`src/core/mcbd_pkg.sv`:
```
// constants and types shared by the conditional branch decoder
package mcbd_pkg;

  // ----------------------------------------------------------------
  // widths
  // ----------------------------------------------------------------
  localparam int unsigned PC_W   = 10;
  localparam int unsigned INSN_W = 16;
  localparam int unsigned OFF_W  = 5;
  localparam int unsigned COND_W = 6;
  localparam int unsigned DATA_W = 32;
  localparam int unsigned ADDR_W = 4;

  // ----------------------------------------------------------------
  // instruction field positions and fixed patterns
  // ----------------------------------------------------------------
  localparam int unsigned        COND_LSB       = 5;
  localparam logic [4:0]         REL_COND_OPC   = 5'h00;
  localparam logic [10:0]        ABS_ID_OPC_HI  = 11'h1CC;
  localparam logic [2:0]         ABS_ID_OPC_LO  = 3'h5;
  localparam int unsigned        ABS_ID_SEL_BIT = 4;
  localparam int unsigned        ABS_JREG_BIT   = 3;
  localparam logic [9:0]         REL_ID_OPC     = 10'h0BD;
  localparam int unsigned        REL_ID_SEL_BIT = 5;

  // ----------------------------------------------------------------
  // condition code base positions in the condition vector
  // ----------------------------------------------------------------
  localparam int unsigned CC_FLAG_LOW   = 0;
  localparam int unsigned CC_FLAG_HIGH  = 16;
  localparam int unsigned CC_TC         = 32;
  localparam int unsigned CC_START_LOW  = 36;
  localparam int unsigned CC_START_HIGH = 37;
  localparam int unsigned CC_VDS_LOW    = 38;
  localparam int unsigned CC_SRC_LOW    = 41;
  localparam int unsigned CC_VDS_HIGH   = 44;
  localparam int unsigned CC_ALU_DONE   = 47;
  localparam int unsigned CC_BOOST_HIGH = 48;
  localparam int unsigned CC_BOOST_LOW  = 49;
  localparam int unsigned CC_CUR_HIGH   = 50;
  localparam int unsigned CC_CUR_LOW    = 56;
  localparam int unsigned CC_OWN_HIGH   = 62;
  localparam int unsigned CC_OWN_LOW    = 63;

  // ----------------------------------------------------------------
  // register map and reset values
  // ----------------------------------------------------------------
  localparam logic [ADDR_W-1:0] REG_CTRL   = 4'h0;
  localparam logic [ADDR_W-1:0] REG_PC     = 4'h4;
  localparam logic [ADDR_W-1:0] REG_STATUS = 4'h8;
  localparam int unsigned       CTRL_RUN_BIT   = 0;
  localparam logic              CTRL_RUN_RST   = 1'h1;
  localparam logic [PC_W-1:0]   PC_RST         = 10'h000;
  localparam int unsigned       STAT_TAKEN_BIT = 16;
  localparam int unsigned       CNT_W          = 16;

  // ----------------------------------------------------------------
  // bus slave states
  // ----------------------------------------------------------------
  typedef enum logic [1:0] {
    MCBD_BUS_IDLE = 2'h1,
    MCBD_BUS_ACK  = 2'h2
  } mcbd_bus_state_t;

endpackage : mcbd_pkg

```
`src/core/mcbd_branch_unit.sv`:
```
// conditional branch decode and program counter update with register slave
// What this block does
// - relative conditional jump taken: next address is current plus signed offset
// - offset is 5-bit two's complement, range minus sixteen to fifteen
// - codes 0 to 15 test flag low, 16 to 31 test flag high
// - codes 32 to 35 test terminal counts one to four
// - code 36 start low, 37 start high, 47 arithmetic request done
// - codes 38-40 vds low, 41-43 source low, 44-46 vds high
// - code 48 boost high, 49 boost low, current feedbacks high then low
// - code 62 own current feedback high, 63 own current feedback low
// - relative conditional jump: bits 15..11 zero, condition, offset lowest
// - absolute identifier jump loads counter from selected jump register
// - identifier select 0 means core zero, 1 means core one executing
// - absolute identifier jump pattern, selector bit 4, register bit 3
// - relative identifier jump adds signed offset when core matches
// - relative identifier jump pattern, selector bit 5, offset bits 4..0
`timescale 1ns/10ps
module mcbd_branch_unit (
  input  wire logic                         sys_clk,
  input  wire logic                         nrst,
  input  wire logic                         instr_valid,
  input  wire logic [mcbd_pkg::INSN_W-1:0]  instr_word,
  input  wire logic [15:0]                  flags,
  input  wire logic [3:0]                   terminal_count,
  input  wire logic                         start_in,
  input  wire logic [2:0]                   shortcut_vds_high,
  input  wire logic [2:0]                   shortcut_src_high,
  input  wire logic                         alu_op_done,
  input  wire logic                         boost_voltage_high,
  input  wire logic [5:0]                   current_fbk_high,
  input  wire logic                         own_current_high,
  input  wire logic                         core_zero_active,
  input  wire logic                         core_one_active,
  input  wire logic [mcbd_pkg::PC_W-1:0]    jump_register_set_0,
  input  wire logic [mcbd_pkg::PC_W-1:0]    jump_register_set_1,
  output logic      [mcbd_pkg::PC_W-1:0]    program_counter,
  output logic                              branch_taken,
  input  wire logic [mcbd_pkg::ADDR_W-1:0]  avs_address,
  input  wire logic                         avs_read,
  input  wire logic                         avs_write,
  input  wire logic [mcbd_pkg::DATA_W-1:0]  avs_writedata,
  output logic      [mcbd_pkg::DATA_W-1:0]  avs_readdata,
  output logic                              avs_waitrequest
);

  // ----------------------------------------------------------------
  // helpers
  // ----------------------------------------------------------------
  function automatic logic [mcbd_pkg::PC_W-1:0] sext_off(
    input logic [mcbd_pkg::OFF_W-1:0] off
  );
    sext_off = {{(mcbd_pkg::PC_W-mcbd_pkg::OFF_W){off[mcbd_pkg::OFF_W-1]}}, off};
  endfunction : sext_off

  function automatic logic core_match(
    input logic sel,
    input logic zero_act,
    input logic one_act
  );
    core_match = sel ? one_act : zero_act;
  endfunction : core_match

  // ----------------------------------------------------------------
  // state
  // ----------------------------------------------------------------
  logic [mcbd_pkg::PC_W-1:0]    pc_r;
  logic [mcbd_pkg::PC_W-1:0]    pc_nxt;
  logic                         taken_r;
  logic                         taken_nxt;
  logic                         run_r;
  logic [mcbd_pkg::CNT_W-1:0]   taken_cnt_r;
  logic [mcbd_pkg::DATA_W-1:0]  rdata_r;
  mcbd_pkg::mcbd_bus_state_t    bus_r;
  mcbd_pkg::mcbd_bus_state_t    bus_nxt;

  // ----------------------------------------------------------------
  // instruction decode
  // ----------------------------------------------------------------
  wire [mcbd_pkg::OFF_W-1:0]  off_field  = instr_word[mcbd_pkg::OFF_W-1:0];
  wire [mcbd_pkg::COND_W-1:0] cond_field =
    instr_word[mcbd_pkg::COND_LSB +: mcbd_pkg::COND_W];
  wire is_rel_cond = instr_word[15:11] == mcbd_pkg::REL_COND_OPC;
  wire is_abs_id   = (instr_word[15:5] == mcbd_pkg::ABS_ID_OPC_HI) &&
                     (instr_word[2:0] == mcbd_pkg::ABS_ID_OPC_LO);
  wire is_rel_id   = instr_word[15:6] == mcbd_pkg::REL_ID_OPC;
  wire abs_id_sel  = instr_word[mcbd_pkg::ABS_ID_SEL_BIT];
  wire jreg_sel    = instr_word[mcbd_pkg::ABS_JREG_BIT];
  wire rel_id_sel  = instr_word[mcbd_pkg::REL_ID_SEL_BIT];

  // ----------------------------------------------------------------
  // condition selection
  // ----------------------------------------------------------------
  logic [63:0] cond_vec;
  always_comb begin
    cond_vec = '0;
    cond_vec[mcbd_pkg::CC_FLAG_LOW  +: 16] = ~flags;
    cond_vec[mcbd_pkg::CC_FLAG_HIGH +: 16] = flags;
    cond_vec[mcbd_pkg::CC_TC        +: 4]  = terminal_count;
    cond_vec[mcbd_pkg::CC_START_LOW]       = ~start_in;
    cond_vec[mcbd_pkg::CC_START_HIGH]      = start_in;
    cond_vec[mcbd_pkg::CC_VDS_LOW   +: 3]  = ~shortcut_vds_high;
    cond_vec[mcbd_pkg::CC_SRC_LOW   +: 3]  = ~shortcut_src_high;
    cond_vec[mcbd_pkg::CC_VDS_HIGH  +: 3]  = shortcut_vds_high;
    cond_vec[mcbd_pkg::CC_ALU_DONE]        = alu_op_done;
    cond_vec[mcbd_pkg::CC_BOOST_HIGH]      = boost_voltage_high;
    cond_vec[mcbd_pkg::CC_BOOST_LOW]       = ~boost_voltage_high;
    cond_vec[mcbd_pkg::CC_CUR_HIGH  +: 6]  = current_fbk_high;
    cond_vec[mcbd_pkg::CC_CUR_LOW   +: 6]  = ~current_fbk_high;
    cond_vec[mcbd_pkg::CC_OWN_HIGH]        = own_current_high;
    cond_vec[mcbd_pkg::CC_OWN_LOW]         = ~own_current_high;
  end

  wire cond_true = cond_vec[cond_field];
  wire abs_match = core_match(abs_id_sel, core_zero_active, core_one_active);
  wire rel_match = core_match(rel_id_sel, core_zero_active, core_one_active);
  wire step      = instr_valid && run_r;

  wire [mcbd_pkg::PC_W-1:0] rel_target = pc_r + sext_off(off_field);
  wire [mcbd_pkg::PC_W-1:0] seq_target = pc_r + 10'h001;
  wire [mcbd_pkg::PC_W-1:0] jreg_value = jreg_sel ? jump_register_set_1
                                                  : jump_register_set_0;

  wire take_rel_cond = is_rel_cond && cond_true;
  wire take_abs_id   = is_abs_id && abs_match;
  wire take_rel_id   = is_rel_id && rel_match;
  wire take_any      = take_rel_cond || take_abs_id || take_rel_id;

  // ----------------------------------------------------------------
  // bus decode
  // ----------------------------------------------------------------
  wire bus_req  = avs_read || avs_write;
  wire bus_done = bus_r == mcbd_pkg::MCBD_BUS_ACK;
  wire wr_ctrl  = bus_done && avs_write && (avs_address == mcbd_pkg::REG_CTRL);
  wire wr_pc    = bus_done && avs_write && (avs_address == mcbd_pkg::REG_PC);

  logic [mcbd_pkg::DATA_W-1:0] rd_mux;
  always_comb begin
    case (avs_address)
      mcbd_pkg::REG_CTRL: begin
        rd_mux = {31'h0000_0000, run_r};
      end
      mcbd_pkg::REG_PC: begin
        rd_mux = {22'h00_0000, pc_r};
      end
      mcbd_pkg::REG_STATUS: begin
        rd_mux = {15'h0000, taken_r, taken_cnt_r};
      end
      default: begin
        rd_mux = 32'h0000_0000;
      end
    endcase
  end

  always_comb begin
    case (bus_r)
      mcbd_pkg::MCBD_BUS_IDLE: begin
        bus_nxt = bus_req ? mcbd_pkg::MCBD_BUS_ACK : mcbd_pkg::MCBD_BUS_IDLE;
      end
      mcbd_pkg::MCBD_BUS_ACK: begin
        bus_nxt = mcbd_pkg::MCBD_BUS_IDLE;
      end
      default: begin
        bus_nxt = mcbd_pkg::MCBD_BUS_IDLE;
      end
    endcase
  end

  assign avs_waitrequest = bus_req && !bus_done;

  // ----------------------------------------------------------------
  // next program counter
  // ----------------------------------------------------------------
  always_comb begin
    pc_nxt    = pc_r;
    taken_nxt = 1'b0;
    if (wr_pc) begin
      pc_nxt = avs_writedata[mcbd_pkg::PC_W-1:0];
    end else if (step) begin
      taken_nxt = take_any;
      if (take_abs_id) begin
        pc_nxt = jreg_value;
      end else if (take_rel_cond || take_rel_id) begin
        pc_nxt = rel_target;
      end else begin
        pc_nxt = seq_target;
      end
    end
  end

  // ----------------------------------------------------------------
  // registers
  // ----------------------------------------------------------------
  always_ff @(posedge sys_clk or negedge nrst) begin
    if (!nrst) begin
      pc_r    <= mcbd_pkg::PC_RST;
      taken_r <= 1'b0;
    end else begin
      pc_r    <= pc_nxt;
      taken_r <= taken_nxt;
    end
  end

  always_ff @(posedge sys_clk or negedge nrst) begin
    if (!nrst) begin
      taken_cnt_r <= 16'h0000;
    end else if (taken_nxt) begin
      taken_cnt_r <= taken_cnt_r + 16'h0001;
    end
  end

  always_ff @(posedge sys_clk or negedge nrst) begin
    if (!nrst) begin
      run_r <= mcbd_pkg::CTRL_RUN_RST;
    end else if (wr_ctrl) begin
      run_r <= avs_writedata[mcbd_pkg::CTRL_RUN_BIT];
    end
  end

  always_ff @(posedge sys_clk or negedge nrst) begin
    if (!nrst) begin
      bus_r   <= mcbd_pkg::MCBD_BUS_IDLE;
      rdata_r <= 32'h0000_0000;
    end else begin
      bus_r <= bus_nxt;
      if (!bus_done && avs_read) begin
        rdata_r <= rd_mux;
      end
    end
  end

  assign program_counter = pc_r;
  assign branch_taken    = taken_r;
  assign avs_readdata    = rdata_r;

  wire plain_step = step && !wr_pc;
endmodule : mcbd_branch_unit

```
`config.mk`:
```
export PLATFORM = sky130hd
export DESIGN_NAME = mcbd_branch_unit
export DESIGN_NICKNAME = d
export VERILOG_FILES = /design/src/core/mcbd_pkg.sv /design/src/core/mcbd_branch_unit.sv
export SDC_FILE = /design/constraint.sdc
export NUM_CORES = 1
export LEC_CHECK = 0
export BUFFER_PORTS_ARGS = -buffer_cell sky130_fd_sc_hd__buf_2
export CAP_MARGIN = 20
export CORE_ASPECT_RATIO = 0.5
export CORE_MARGIN = 5
export CORE_UTILIZATION = 45
export CTS_BUF_LIST = sky130_fd_sc_hd__clkbuf_16
export CTS_CLUSTER_DIAMETER = 50
export DETAILED_ROUTE_END_ITERATION = 6
export PLACE_DENSITY = 0.82
export SKIP_CTS_REPAIR_TIMING = 1
export SKIP_LAST_GASP = 1
export SYNTH_ARGS = -nofsm -noshare
export SYNTH_HDL_FRONTEND = slang
export SYNTH_SLANG_ARGS = --single-unit
```
`constraint.sdc`:
```
create_clock -name sys_clk -period 3 [get_ports sys_clk]
set_clock_uncertainty 0.05 [all_clocks]
set_input_delay 0.3 -clock sys_clk [delete_from_list [all_inputs] [get_ports sys_clk]]
set_output_delay 0.3 -clock sys_clk [all_outputs]
set_load 0.1 [all_outputs]
```
Word-level counts from Yosys, hierarchy flattened
Cells that the tools add are included.
{"block": "totals", "regBits": 62, "latch_bits": 0, "mem_bits_rw": 0, "mem_bits_ro": 0, "output_inout_bits": 44, "n_memories": 0}
{"block": "classes", "n_addsub": 3, "n_mul": 0, "div": 0, "order_cmp": 1, "eq_ne": 7, "shifts": 0, "n_mux": 14, "n_bitwise": 7, "reduce_logical": 18}
{"op": "one-hot mux 17 bit (3 select lines)", "count": 1}
{"op": "2-to-1 mux 10 bit", "count": 5}
{"op": "adder 16 x 1 -> 16 bit, second input constant", "count": 1}
{"op": "inverter 16 bit", "count": 1}
{"op": "equality test 11 x 9 -> 1 bit, second input constant", "count": 1}
{"op": "adder 10 x 1 -> 10 bit, second input constant", "count": 1}
{"op": "adder 10 bit", "count": 1}
{"op": "equality test 10 x 8 -> 1 bit, second input constant", "count": 1}
{"op": "logical AND 1 bit", "count": 10}
{"op": "< comparator 6 x 7 -> 1 bit, second input constant", "count": 1}
{"op": "binary-select mux 1 bit (select 6 bit)", "count": 1}
{"op": "inverter 3 bit", "count": 2}
{"op": "inverter 6 bit", "count": 1}
{"op": "zero test 5 bit", "count": 1}
{"op": "2-to-1 mux 1 bit", "count": 5}
{"op": "equality test 4 x 3 -> 1 bit, second input constant", "count": 1}
{"op": "equality test 4 bit, second input constant", "count": 1}
{"op": "zero test 4 bit", "count": 1}
{"op": "logical OR 1 bit", "count": 4}
{"op": "2-to-1 mux 2 bit", "count": 2}
{"op": "equality test 3 bit, second input constant", "count": 1}
{"op": "inverter 1 bit", "count": 3}
{"op": "equality test 2 x 1 -> 1 bit, second input constant", "count": 1}
{"op": "equality test 2 bit, second input constant", "count": 1}
{"op": "2 further kinds", "count": 2}

Depth between registers and ports, before layout
Gate-level depths: netlist of the first run.
{"block": "logic_depth", "word_depth": 9, "mapped_depth": 19, "ltp_nobuf": 17}

Least setup slack after synthesis of the first run
No wires, ideal clock.
{"block": "synth_path", "path_type": "input-to-reg", "startpoint": "input instr_word[6] (netlist name)", "endpoint": "register pc_r (netlist bit program_counter[8])", "setup_time_ps": 141, "t_arrival_ps": 3902, "required_time_ps": 2809, "slack_ps": -1093, "cell_stages": 17, "n_path_buf": 1, "path_cell_list": "buf_4 mux4_2 mux4_2 xnor2_1 nor2_1 o21a_1 or2_2 ha_1 fa_1 a21o_1 a21oi_1 o21bai_1 a21oi_1 o21ai_0 xor2_1 a21oi_1 o221ai_1"}
{"block": "synth_between", "elab_chain_len": 8, "elab_cells_between_ends": 13, "cone_classes": "2 x eq/ne; 6 x mux; 5 x reduce/logical"}
{"item": "from (decl)", "line": "mcbd_branch_unit.sv:22", "rtl": "input wire logic [mcbd_pkg::INSN_W-1:0] instr_word,"}
{"item": "binary-select mux 1 bit (select 6 bit)", "line": "mcbd_branch_unit.sv:113", "rtl": "wire cond_true = cond_vec[cond_field];"}
{"item": "2-to-1 mux 1 bit (implied by the code)", "line": "mcbd_branch_unit.sv:113"}
{"item": "logical AND 1 bit", "line": "mcbd_branch_unit.sv:123", "rtl": "wire take_rel_cond = is_rel_cond && cond_true;"}
{"item": "logical OR 1 bit", "line": "mcbd_branch_unit.sv:182", "rtl": "end else if (take_rel_cond || take_rel_id) begin"}
{"item": "2-to-1 mux 10 bit", "line": "mcbd_branch_unit.sv:182"}
{"item": "2-to-1 mux 10 bit (*)", "line": "mcbd_branch_unit.sv:180", "rtl": "if (take_abs_id) begin"}
{"item": "2-to-1 mux 10 bit (*)", "line": "mcbd_branch_unit.sv:178", "rtl": "end else if (step) begin"}
{"item": "2-to-1 mux 10 bit (*)", "line": "mcbd_branch_unit.sv:176", "rtl": "if (wr_pc) begin"}
{"item": "to (signal assigned)", "line": "mcbd_branch_unit.sv:195", "rtl": "pc_r <= mcbd_pkg::PC_RST;"}
{"item": "to (signal assigned)", "line": "mcbd_branch_unit.sv:198", "rtl": "pc_r <= pc_nxt;"}
{"item": "to (decl)", "line": "mcbd_branch_unit.sv:66", "rtl": "logic [mcbd_pkg::PC_W-1:0] pc_r;"}
Every way passes the cells marked *; elsewhere a longest branch is shown, timed or not. The select of a mux whose other input is x is not followed.
A chain may end at the register's enable or synchronous reset.

Worst setup path after layout of the first run
{"block": "layout_path", "startpoint": "input instr_word[5] (netlist name)", "endpoint": "register pc_r (netlist bit program_counter[8])"}
The elaborated chain is that of the path after synthesis.

==> impl_results.md, run 1 <==
- Cts bufs inserted: 5
- Max cap viols: 0
- RSZ-0062 raised after global routing: true
- Yosys warns: 0
- Placed insts: 590
- Fmax: about 280 MHz
- Setup violators final: 8
- # DRC: 0
- Worst Path Class, Setup: input pin to flop
- Area growth syn-to-layout: 36.2%
- Clock root buffer: clkbuf_16
- Min-delay src: avs_writedata[5]
- Design Area, Final: between 4000 and 5000 um2
- NetSw: ~1.2 mW
- Clock sink count: 47
- H-tree depth: 2
- Per-cell routed wire length: around 14 um
- Dpl hpwl: 6990 um
- Synth Cell Area: around 3300 um2
- Area after DPL: around 4200 um2
- Main synth FF type: dfrtp_1
- Pins over their slew limit: 0
- Die X: between 100 and 150 um
- Final hold viol count: 0
- Post-synthesis sequential area ratio: between 30% and 40%
- Area contributors post-synth: dfrtp_1 (34%), mux4_2 (6.2%), xnor2_1 (4.8%), nand2_1 (4.2%), ha_1 (3.8%)
- Reg-to-Reg Start: program_counter[1]
- Post-synthesis register bit count: 47
- Cell count after synthesis: between 300 and 400
- Clock power share: between 20% and 30%
- Vias in the first global route: ~3100
- Inserted Diodes: 0
- Final nets: ~630
- Die ar.: between 9000 and 10000 um2
- Crit Reg-Reg Endpoint: program_counter[7]
- Synth Area in Compound Gates: between 10% and 20%
- Min Hold Slack: about 180 ps
- IO Port Bufs: 121
- Largest net degree at the start of global routing: 48
- Startpoint types: input pin
- Clock tree buffer depth: 2
- Placement Setup Slack: -977 ps
- Final period utilization: 120%
- Peak supply drop: around 0.30 mV
- Arr. time, crit path: between 3000 and 4000 ps
- Leading area contributor after synthesis: dfrtp_1
- Detailed Route Iter0 Violations: 160
- Core Region: approximately 7000 um2
- Post-DRT Antenna Nets: 0
- Hold Crit Class: input pin to flop
- First-pass DRT Iterations: 4
- Total routed wirelength: between 8000 and 9000 um
- Cell variety after synth: a little over 50
- Sequential Power Share: roughly 31%
- Power per cell area: roughly 600 nW/um2
- Power consumption: about 2.6 mW
- Worst-Skew Late Latency: 280 ps
- Hold Path Sink: program_counter[5]
- Hold Crit Depth: 3
- Reg clk slew, reported paths: around 60 ps
- Critical Path RT: between 3000 and 4000 ps
- Die H: just over 70 um
- Post-Synth XOR/XNOR Area: roughly 6%
- Largest family of logic cells by synthesized area: compound AO/OA/AOI/OAI gates
- Critical Path Fanout Max: 3
- Final std cells w/o fill: 600
- Post-Synth Adder-Cell Area: around 4.4%
- DR vias: around 3200
- GP Congestion: approximately 0.9
- Most frequent cells in the layout: buf_2 (120), dfrtp_1 (45), buf_4 (40), nand2_1 (37), nor2_1 (22)
- Final Worst Setup Slack: -610 ps
- Total global-route track usage: 18.6%
- Share of post-route cells with drive strength above 1: between 40% and 50%
- Critical path endpoint category: flop
- Crit path time final: 3610 ps
- Most common cell after layout, fill and taps aside: buf_2
- Ys async rst share: 100%
- I/O pins: between 150 and 200
- Outcome: complete, but fails checks
- Via/cell ratio: roughly 5.4
- Mux share of post-synthesis cell area: 11.0%
- R2R setup slack: between 600 and 700 ps
- Row count: 22
- Worst slew pin tran: a little under 700 ps
- Leakage power: roughly 2.2 nW
- Sw Ratio: approximately 44%
- Comb pwr share: roughly 45%
- Max-slew headroom: a little over half
- CTS tree: yes
- P_int: between 1 and 1.5 mW
- First-pass GRT wire length: 14000 um
- Fillers: approximately 650
- Reg2Reg Depth: 9
- Count of flip-flops with a built-in enable after synthesis: 0
- Yosys top cell area share: approximately a third
- Post-synthesis simple-gate area fraction: between 15 and 20%
- Failing checks: negative setup slack
- Mean Syn Cell Area: 9.40 um2
- GR Overflow Total: 0
- Antenna violations before repair: 0
- Initial Util: roughly 46%
final cells by class:
| class | count | area [um2] | share of cell area (%) |
|---|---|---|---|
| tap | 96 | 120 | 2.68 |
| sequential | 47 | 1180 | 26.3 |
| multi-input combinational | 279 | 2020 | 45.0 |
| clock inverter | 3 | 47.5 | 1.06 |
| timing repair buffer | 164 | 971 | 21.7 |
| inverter | 6 | 22.5 | 0.502 |
| clock buffer | 5 | 125 | 2.79 |
per-stage QoR:
step,setup TNS [ps],utilization (%)
floorplan,-4600,-
global placement,-5870,58.8
detailed placement,-6540,58.8
CTS,-3960,61.2
global route,-4140,62.2
finish,-2920,62.2
synthesized netlist by cell type, types with 3 or more instances:
cell	n
ha_1	10
nand4_1	8
or3_1	3
xor2_1	5
clkbuf_1	13
nor3_1	5
inv_1	6
mux2_2	6
a21o_1	4
a22o_1	7
nor2b_1	12
nand2_1	37
a211oi_1	12
dfrtp_1	45
mux4_2	9
and3_1	4
buf_4	16
a21oi_1	19
o21ai_0	23
a22oi_1	10
nor2_1	23
mux2i_1	9
xnor2_1	18
nand3_1	11
layer usage:
| metal | wire length (um) | global-route usage, % |
|---|---|---|
| met5 | 0 | 0 |
| met3 | 610 | 3.13 |
| met1 | 3570 | 24.1 |
| met4 | 99 | 4.56 |
| met2 | 4320 | 32.3 |
power by group through the flow:
| stage | Clock, mW | Sequential (mW) | Combinational (mW) |
|---|---|---|---|
| final | 0.631 | 0.812 | 1.18 |
| after global routing | 0.666 | 0.818 | 1.25 |
| after CTS | 0.641 | 0.807 | 1.15 |
| after detailed placement | 0 | 0.818 | 1.14 |
| after global placement | 0 | 0.814 | 1.12 |
| after floorplan | 0 | 1.17 | 0.483 |
registers in the layout, summed over array words and instances, names as in the netlist:
register and count:
taken_cnt_r 16, branch_taken 1, program_counter 10, run_r 1, bus_r 2, avs_readdata 17
logic make-up after synthesis:
kind of cell,Yosys count
xor gates and xnor gates,23
AOI/OAI and AO/OA,90
DFF,47
adders and majority gates,11
muxes,24
buffers and inverters,38
other,1
and+or+nand+nor,116
worst max-delay path, cell delays in order:
cell and delay, ps:
buf_2 110, mux4_2 480, nand2b_1 140, o311ai_0 100, o2111ai_1 160, a41o_1 250
o21a_2 250, or2_4 260, ha_4 160, fa_2 350, a21o_1 180, a21oi_2 160
o21bai_1 90, a21oi_2 180, o21ai_1 90, xor2_1 140, a21oi_1 150, o221ai_1 150
worst max-delay path by stage:
stage                  startpoint                 end  cells after the start
floorplan           instr_word[6]  program_counter[8]                     17
global placement    instr_word[6]  program_counter[8]                     17
detailed placement  instr_word[6]  program_counter[8]                     17
CTS                 instr_word[6]  program_counter[8]                     17
global route        instr_word[6]  program_counter[8]                     17
finish              instr_word[5]  program_counter[8]                     18
(Power assumes the default switching activity.)
==> run 2, diff against run 1 <==
--- a/config.mk
+++ b/config.mk
@@ -9,11 +9,11 @@
 export CAP_MARGIN = 20
 export CORE_ASPECT_RATIO = 0.5
 export CORE_MARGIN = 5
-export CORE_UTILIZATION = 45
+export CORE_UTILIZATION = 42
 export CTS_BUF_LIST = sky130_fd_sc_hd__clkbuf_16
 export CTS_CLUSTER_DIAMETER = 50
 export DETAILED_ROUTE_END_ITERATION = 6
-export PLACE_DENSITY = 0.82
+export PLACE_DENSITY = 0.81
 export SKIP_CTS_REPAIR_TIMING = 1
 export SKIP_LAST_GASP = 1
 export SYNTH_ARGS = -nofsm -noshare
==> constraint.sdc (replaced) <==
create_clock -name sys_clk -period 3.3 [get_ports sys_clk]
set_clock_uncertainty 0.05 [all_clocks]
set_input_delay 0.33 -clock sys_clk [delete_from_list [all_inputs] [get_ports sys_clk]]
set_output_delay 0.33 -clock sys_clk [all_outputs]
set_load 0.1 [all_outputs]
==> run 2 against run 1 <==
Effect of this change: the flow still finishes with violations (negative setup slack); cell count rose by 0.67%; routed wire length increased by 4.4%; combinational power shrank 9%; sequential cell count unchanged; critical endpoint unchanged; largest power group unchanged.
==> impl_results.md, run 2 (synthesized netlist as in run 1, its figures left out) <==
- Leakage power: 2.16 nW (was 2.19 nW)
- Inserted Diodes: 0 (unchanged)
- GP Congestion: 0.900 (was 0.897)
- GR Overflow Total: 0 (unchanged)
- Crit path time final: around 3600 ps
- Total global-route track usage: 18.0% (was 18.6%)
- Cts bufs inserted: 5 (unchanged)
- Worst-Skew Late Latency: 280 ps (about the same)
- Via/cell ratio: 5.20 (was 5.35)
- First-pass GRT wire length: 14500 um (was 14000 um)
- Max FFs per register: 17 (unchanged)
- Largest net degree at the start of global routing: 48 (unchanged)
- Vias in the first global route: 3184 (was 3124)
- Detailed Route Iter0 Violations: 180 (was 160)
- Min-delay src: avs_writedata[1] (was avs_writedata[5])
- Reg2Reg Depth: 10 (was 9)
- Setup violators final: 5 (was 8)
- CTS tree: yes (unchanged)
- Post-DRT Antenna Nets: 0 (unchanged)
- Share of post-route cells with drive strength above 1: 40.1% (was 41.3%)
- Startpoint types: input pin (unchanged)
- Critical Path RT: 3400 ps (was 3100 ps)
- Hold Path Sink: program_counter[1] (was program_counter[5])
- Most frequent cells in the layout: buf_2 (119), dfrtp_1 (45), nand2_1 (37), buf_4 (33), nor2_1 (22) (was buf_2 (120), dfrtp_1 (45), buf_4 (40), nand2_1 (37), nor2_1 (22))
- R2R setup slack: 1000 ps (was 670 ps)
- Hold Crit Depth: 3 (unchanged)
- Per-cell routed wire length: 14.9 um (was 14.3 um)
- Antenna violations before repair: 0 (unchanged)
- Initial Util: 44.0% (was 45.6%)
- IO Port Bufs: 121 (unchanged)
- First-pass DRT Iterations: 4 (unchanged)
- CP max-delay cell: mux4_2 (unchanged)
- Final Worst Setup Slack: -326 ps (was -610 ps)
- Fillers: 653 (was 649)
- Pins over their slew limit: 0 (unchanged)
- Final hold viol count: 0 (unchanged)
- Die H: 72.6 um (was 70.5 um)
- Worst Path Class, Setup: input pin to flop (unchanged)
- Max cap viols: 0 (unchanged)
- Outcome: complete, but fails checks (unchanged)
- Clock sink count: 47 (unchanged)
- Area growth syn-to-layout: 34.9% (was 36.2%)
- Die ar.: 9810 um2 (was 9230 um2)
- Reg-to-Reg Start: program_counter[0] (was program_counter[1])
- Critical path, cell by cell: buf_12 -> mux4_2 -> mux4_2 -> xnor2_2 -> nor2_2 -> o21a_2 -> or2_4 -> ha_4 -> fa_2 -> a21o_1 -> a21oi_2 -> o21bai_1 -> a21oi_2 -> o21ai_1 -> xor2_1 -> a21oi_1 -> o221ai_1 (was buf_2 -> mux4_2 -> nand2b_1 -> o311ai_0 -> o2111ai_1 -> a41o_1 -> o21a_2 -> or2_4 -> ha_4 -> fa_2 -> a21o_1 -> a21oi_2 -> o21bai_1 -> a21oi_2 -> o21ai_1 -> xor2_1 -> a21oi_1 -> o221ai_1)
- Core Region: 7490 um2 (was 7210 um2)
- I/O pins: 159 (unchanged)
- Power consumption: 2.38 mW (was 2.62 mW)
- Critical Path Fanout Max: 5 (was 3)
- DR vias: 3139 (was 3210)
- Worst slew pin tran: 750 ps (was 679 ps)
- Critical path endpoint category: flop (unchanged)
- Failing checks: negative setup slack (unchanged)
- Setup TNS: -1060 ps (was -2920 ps)
- RSZ-0062 raised after global routing: true (unchanged)
- Power per cell area: 536 nW/um2 (was 584 nW/um2)
- H-tree depth: 2 (unchanged)
- Peak supply drop: 0.290 mV (was 0.299 mV)
- Die X: 135 um (was 131 um)
- Most common cell after layout, fill and taps aside: buf_2 (unchanged)
- Hold Crit Class: input pin to flop (unchanged)
- Fmax: around 280 MHz
- Final period utilization: 110%
- Clock tree buffer depth: 2 (unchanged)
- Total routed wirelength: 8980 um (was 8600 um)
- Final nets: 621 (was 629)
- Reg clk slew, reported paths: 60 ps (about the same)
- Crit Reg-Reg Endpoint: program_counter[8] (was program_counter[7])
- Row count: 22 (unchanged)
- Arr. time, crit path: 3730 ps (was 3710 ps)
- Slowest stage delay, CP: 490 ps (was 480 ps)
- Dpl hpwl: 7120 um (was 6990 um)
- Max-slew headroom: 50.0% (was 54.6%)
- Final Core Density: 59.3% (was 62.2%)
- Clock root buffer: clkbuf_16 (unchanged)
- # DRC: 0 (unchanged)
run 2: cell types whose count changed in the layout (fill, tap and decap cells not counted), sizes merged:
| cell | before | now |
|---|---|---|
| buf | 163 | 155 |
run 2: layout make-up:
| type | count | area, um2 | area share [%] |
|---|---|---|---|
| clock buffer | 5 | 125 | 2.82 |
| timing repair buffer | 156 | 905 | 20.4 |
| inverter | 6 | 22.5 | 0.507 |
| clock inverter | 3 | 47.5 | 1.07 |
| multi-input combinational | 279 | 2020 | 45.6 |
| sequential | 47 | 1180 | 26.6 |
| tap | 108 | 135 | 3.04 |
run 2: worst max path at each step:
stage,startpoint,end,slack (ps),cells after the start
finish,instr_word[6],program_counter[8],-330,17
global route,instr_word[6],program_counter[8],-440,17
CTS,instr_word[6],program_counter[8],-430,17
detailed placement,instr_word[6],program_counter[8],-720,17
global placement,instr_word[6],program_counter[8],-640,17
floorplan,instr_word[6],program_counter[8],-510,17
run 2: power breakdown:
group / switching [mW] / internal [mW] / leakage, nW
Clock: 0.215 / 0.361 / 0.0844
Combinational: 0.750 / 0.317 / 1.43
Sequential: 0.0916 / 0.646 / 0.642
Total: 1.06 / 1.32 / 2.16
run 2: worst max-delay path, delay by kind of cell:
family / cells / cell delay, ps
buffers and inverters: 1 / 90
multiplexers: 2 / 980
AO/OA/AOI/OAI: 8 / 1230
XOR/XNOR: 2 / 290
AND/OR/NAND/NOR: 2 / 300
adder cells (fa/ha/maj): 2 / 510
run 2: through the flow:
stage          instances  hold slack, ps  setup WS, ps  cell area [um2]
2_1_floorplan        364           -15.6          -512             3390
3_3_place_gp         592             369          -642             4160
3_5_place_dp         592             384          -717             4160
4_1_cts              600             199          -430             4330
5_1_grt              604             201          -445             4440
6_report             604             199          -326             4440
run 2: routing by layer:
metal	part of all wire, %	track usage [%]	vias to the layer above	routed length (um)
li1	-	-	1544	-
met3	7.0	3.65	9	625
met4	1.1	4.58	0	98
met1	41	22.3	1472	3640
met2	51	32.8	114	4620
met5	0	0	-	0
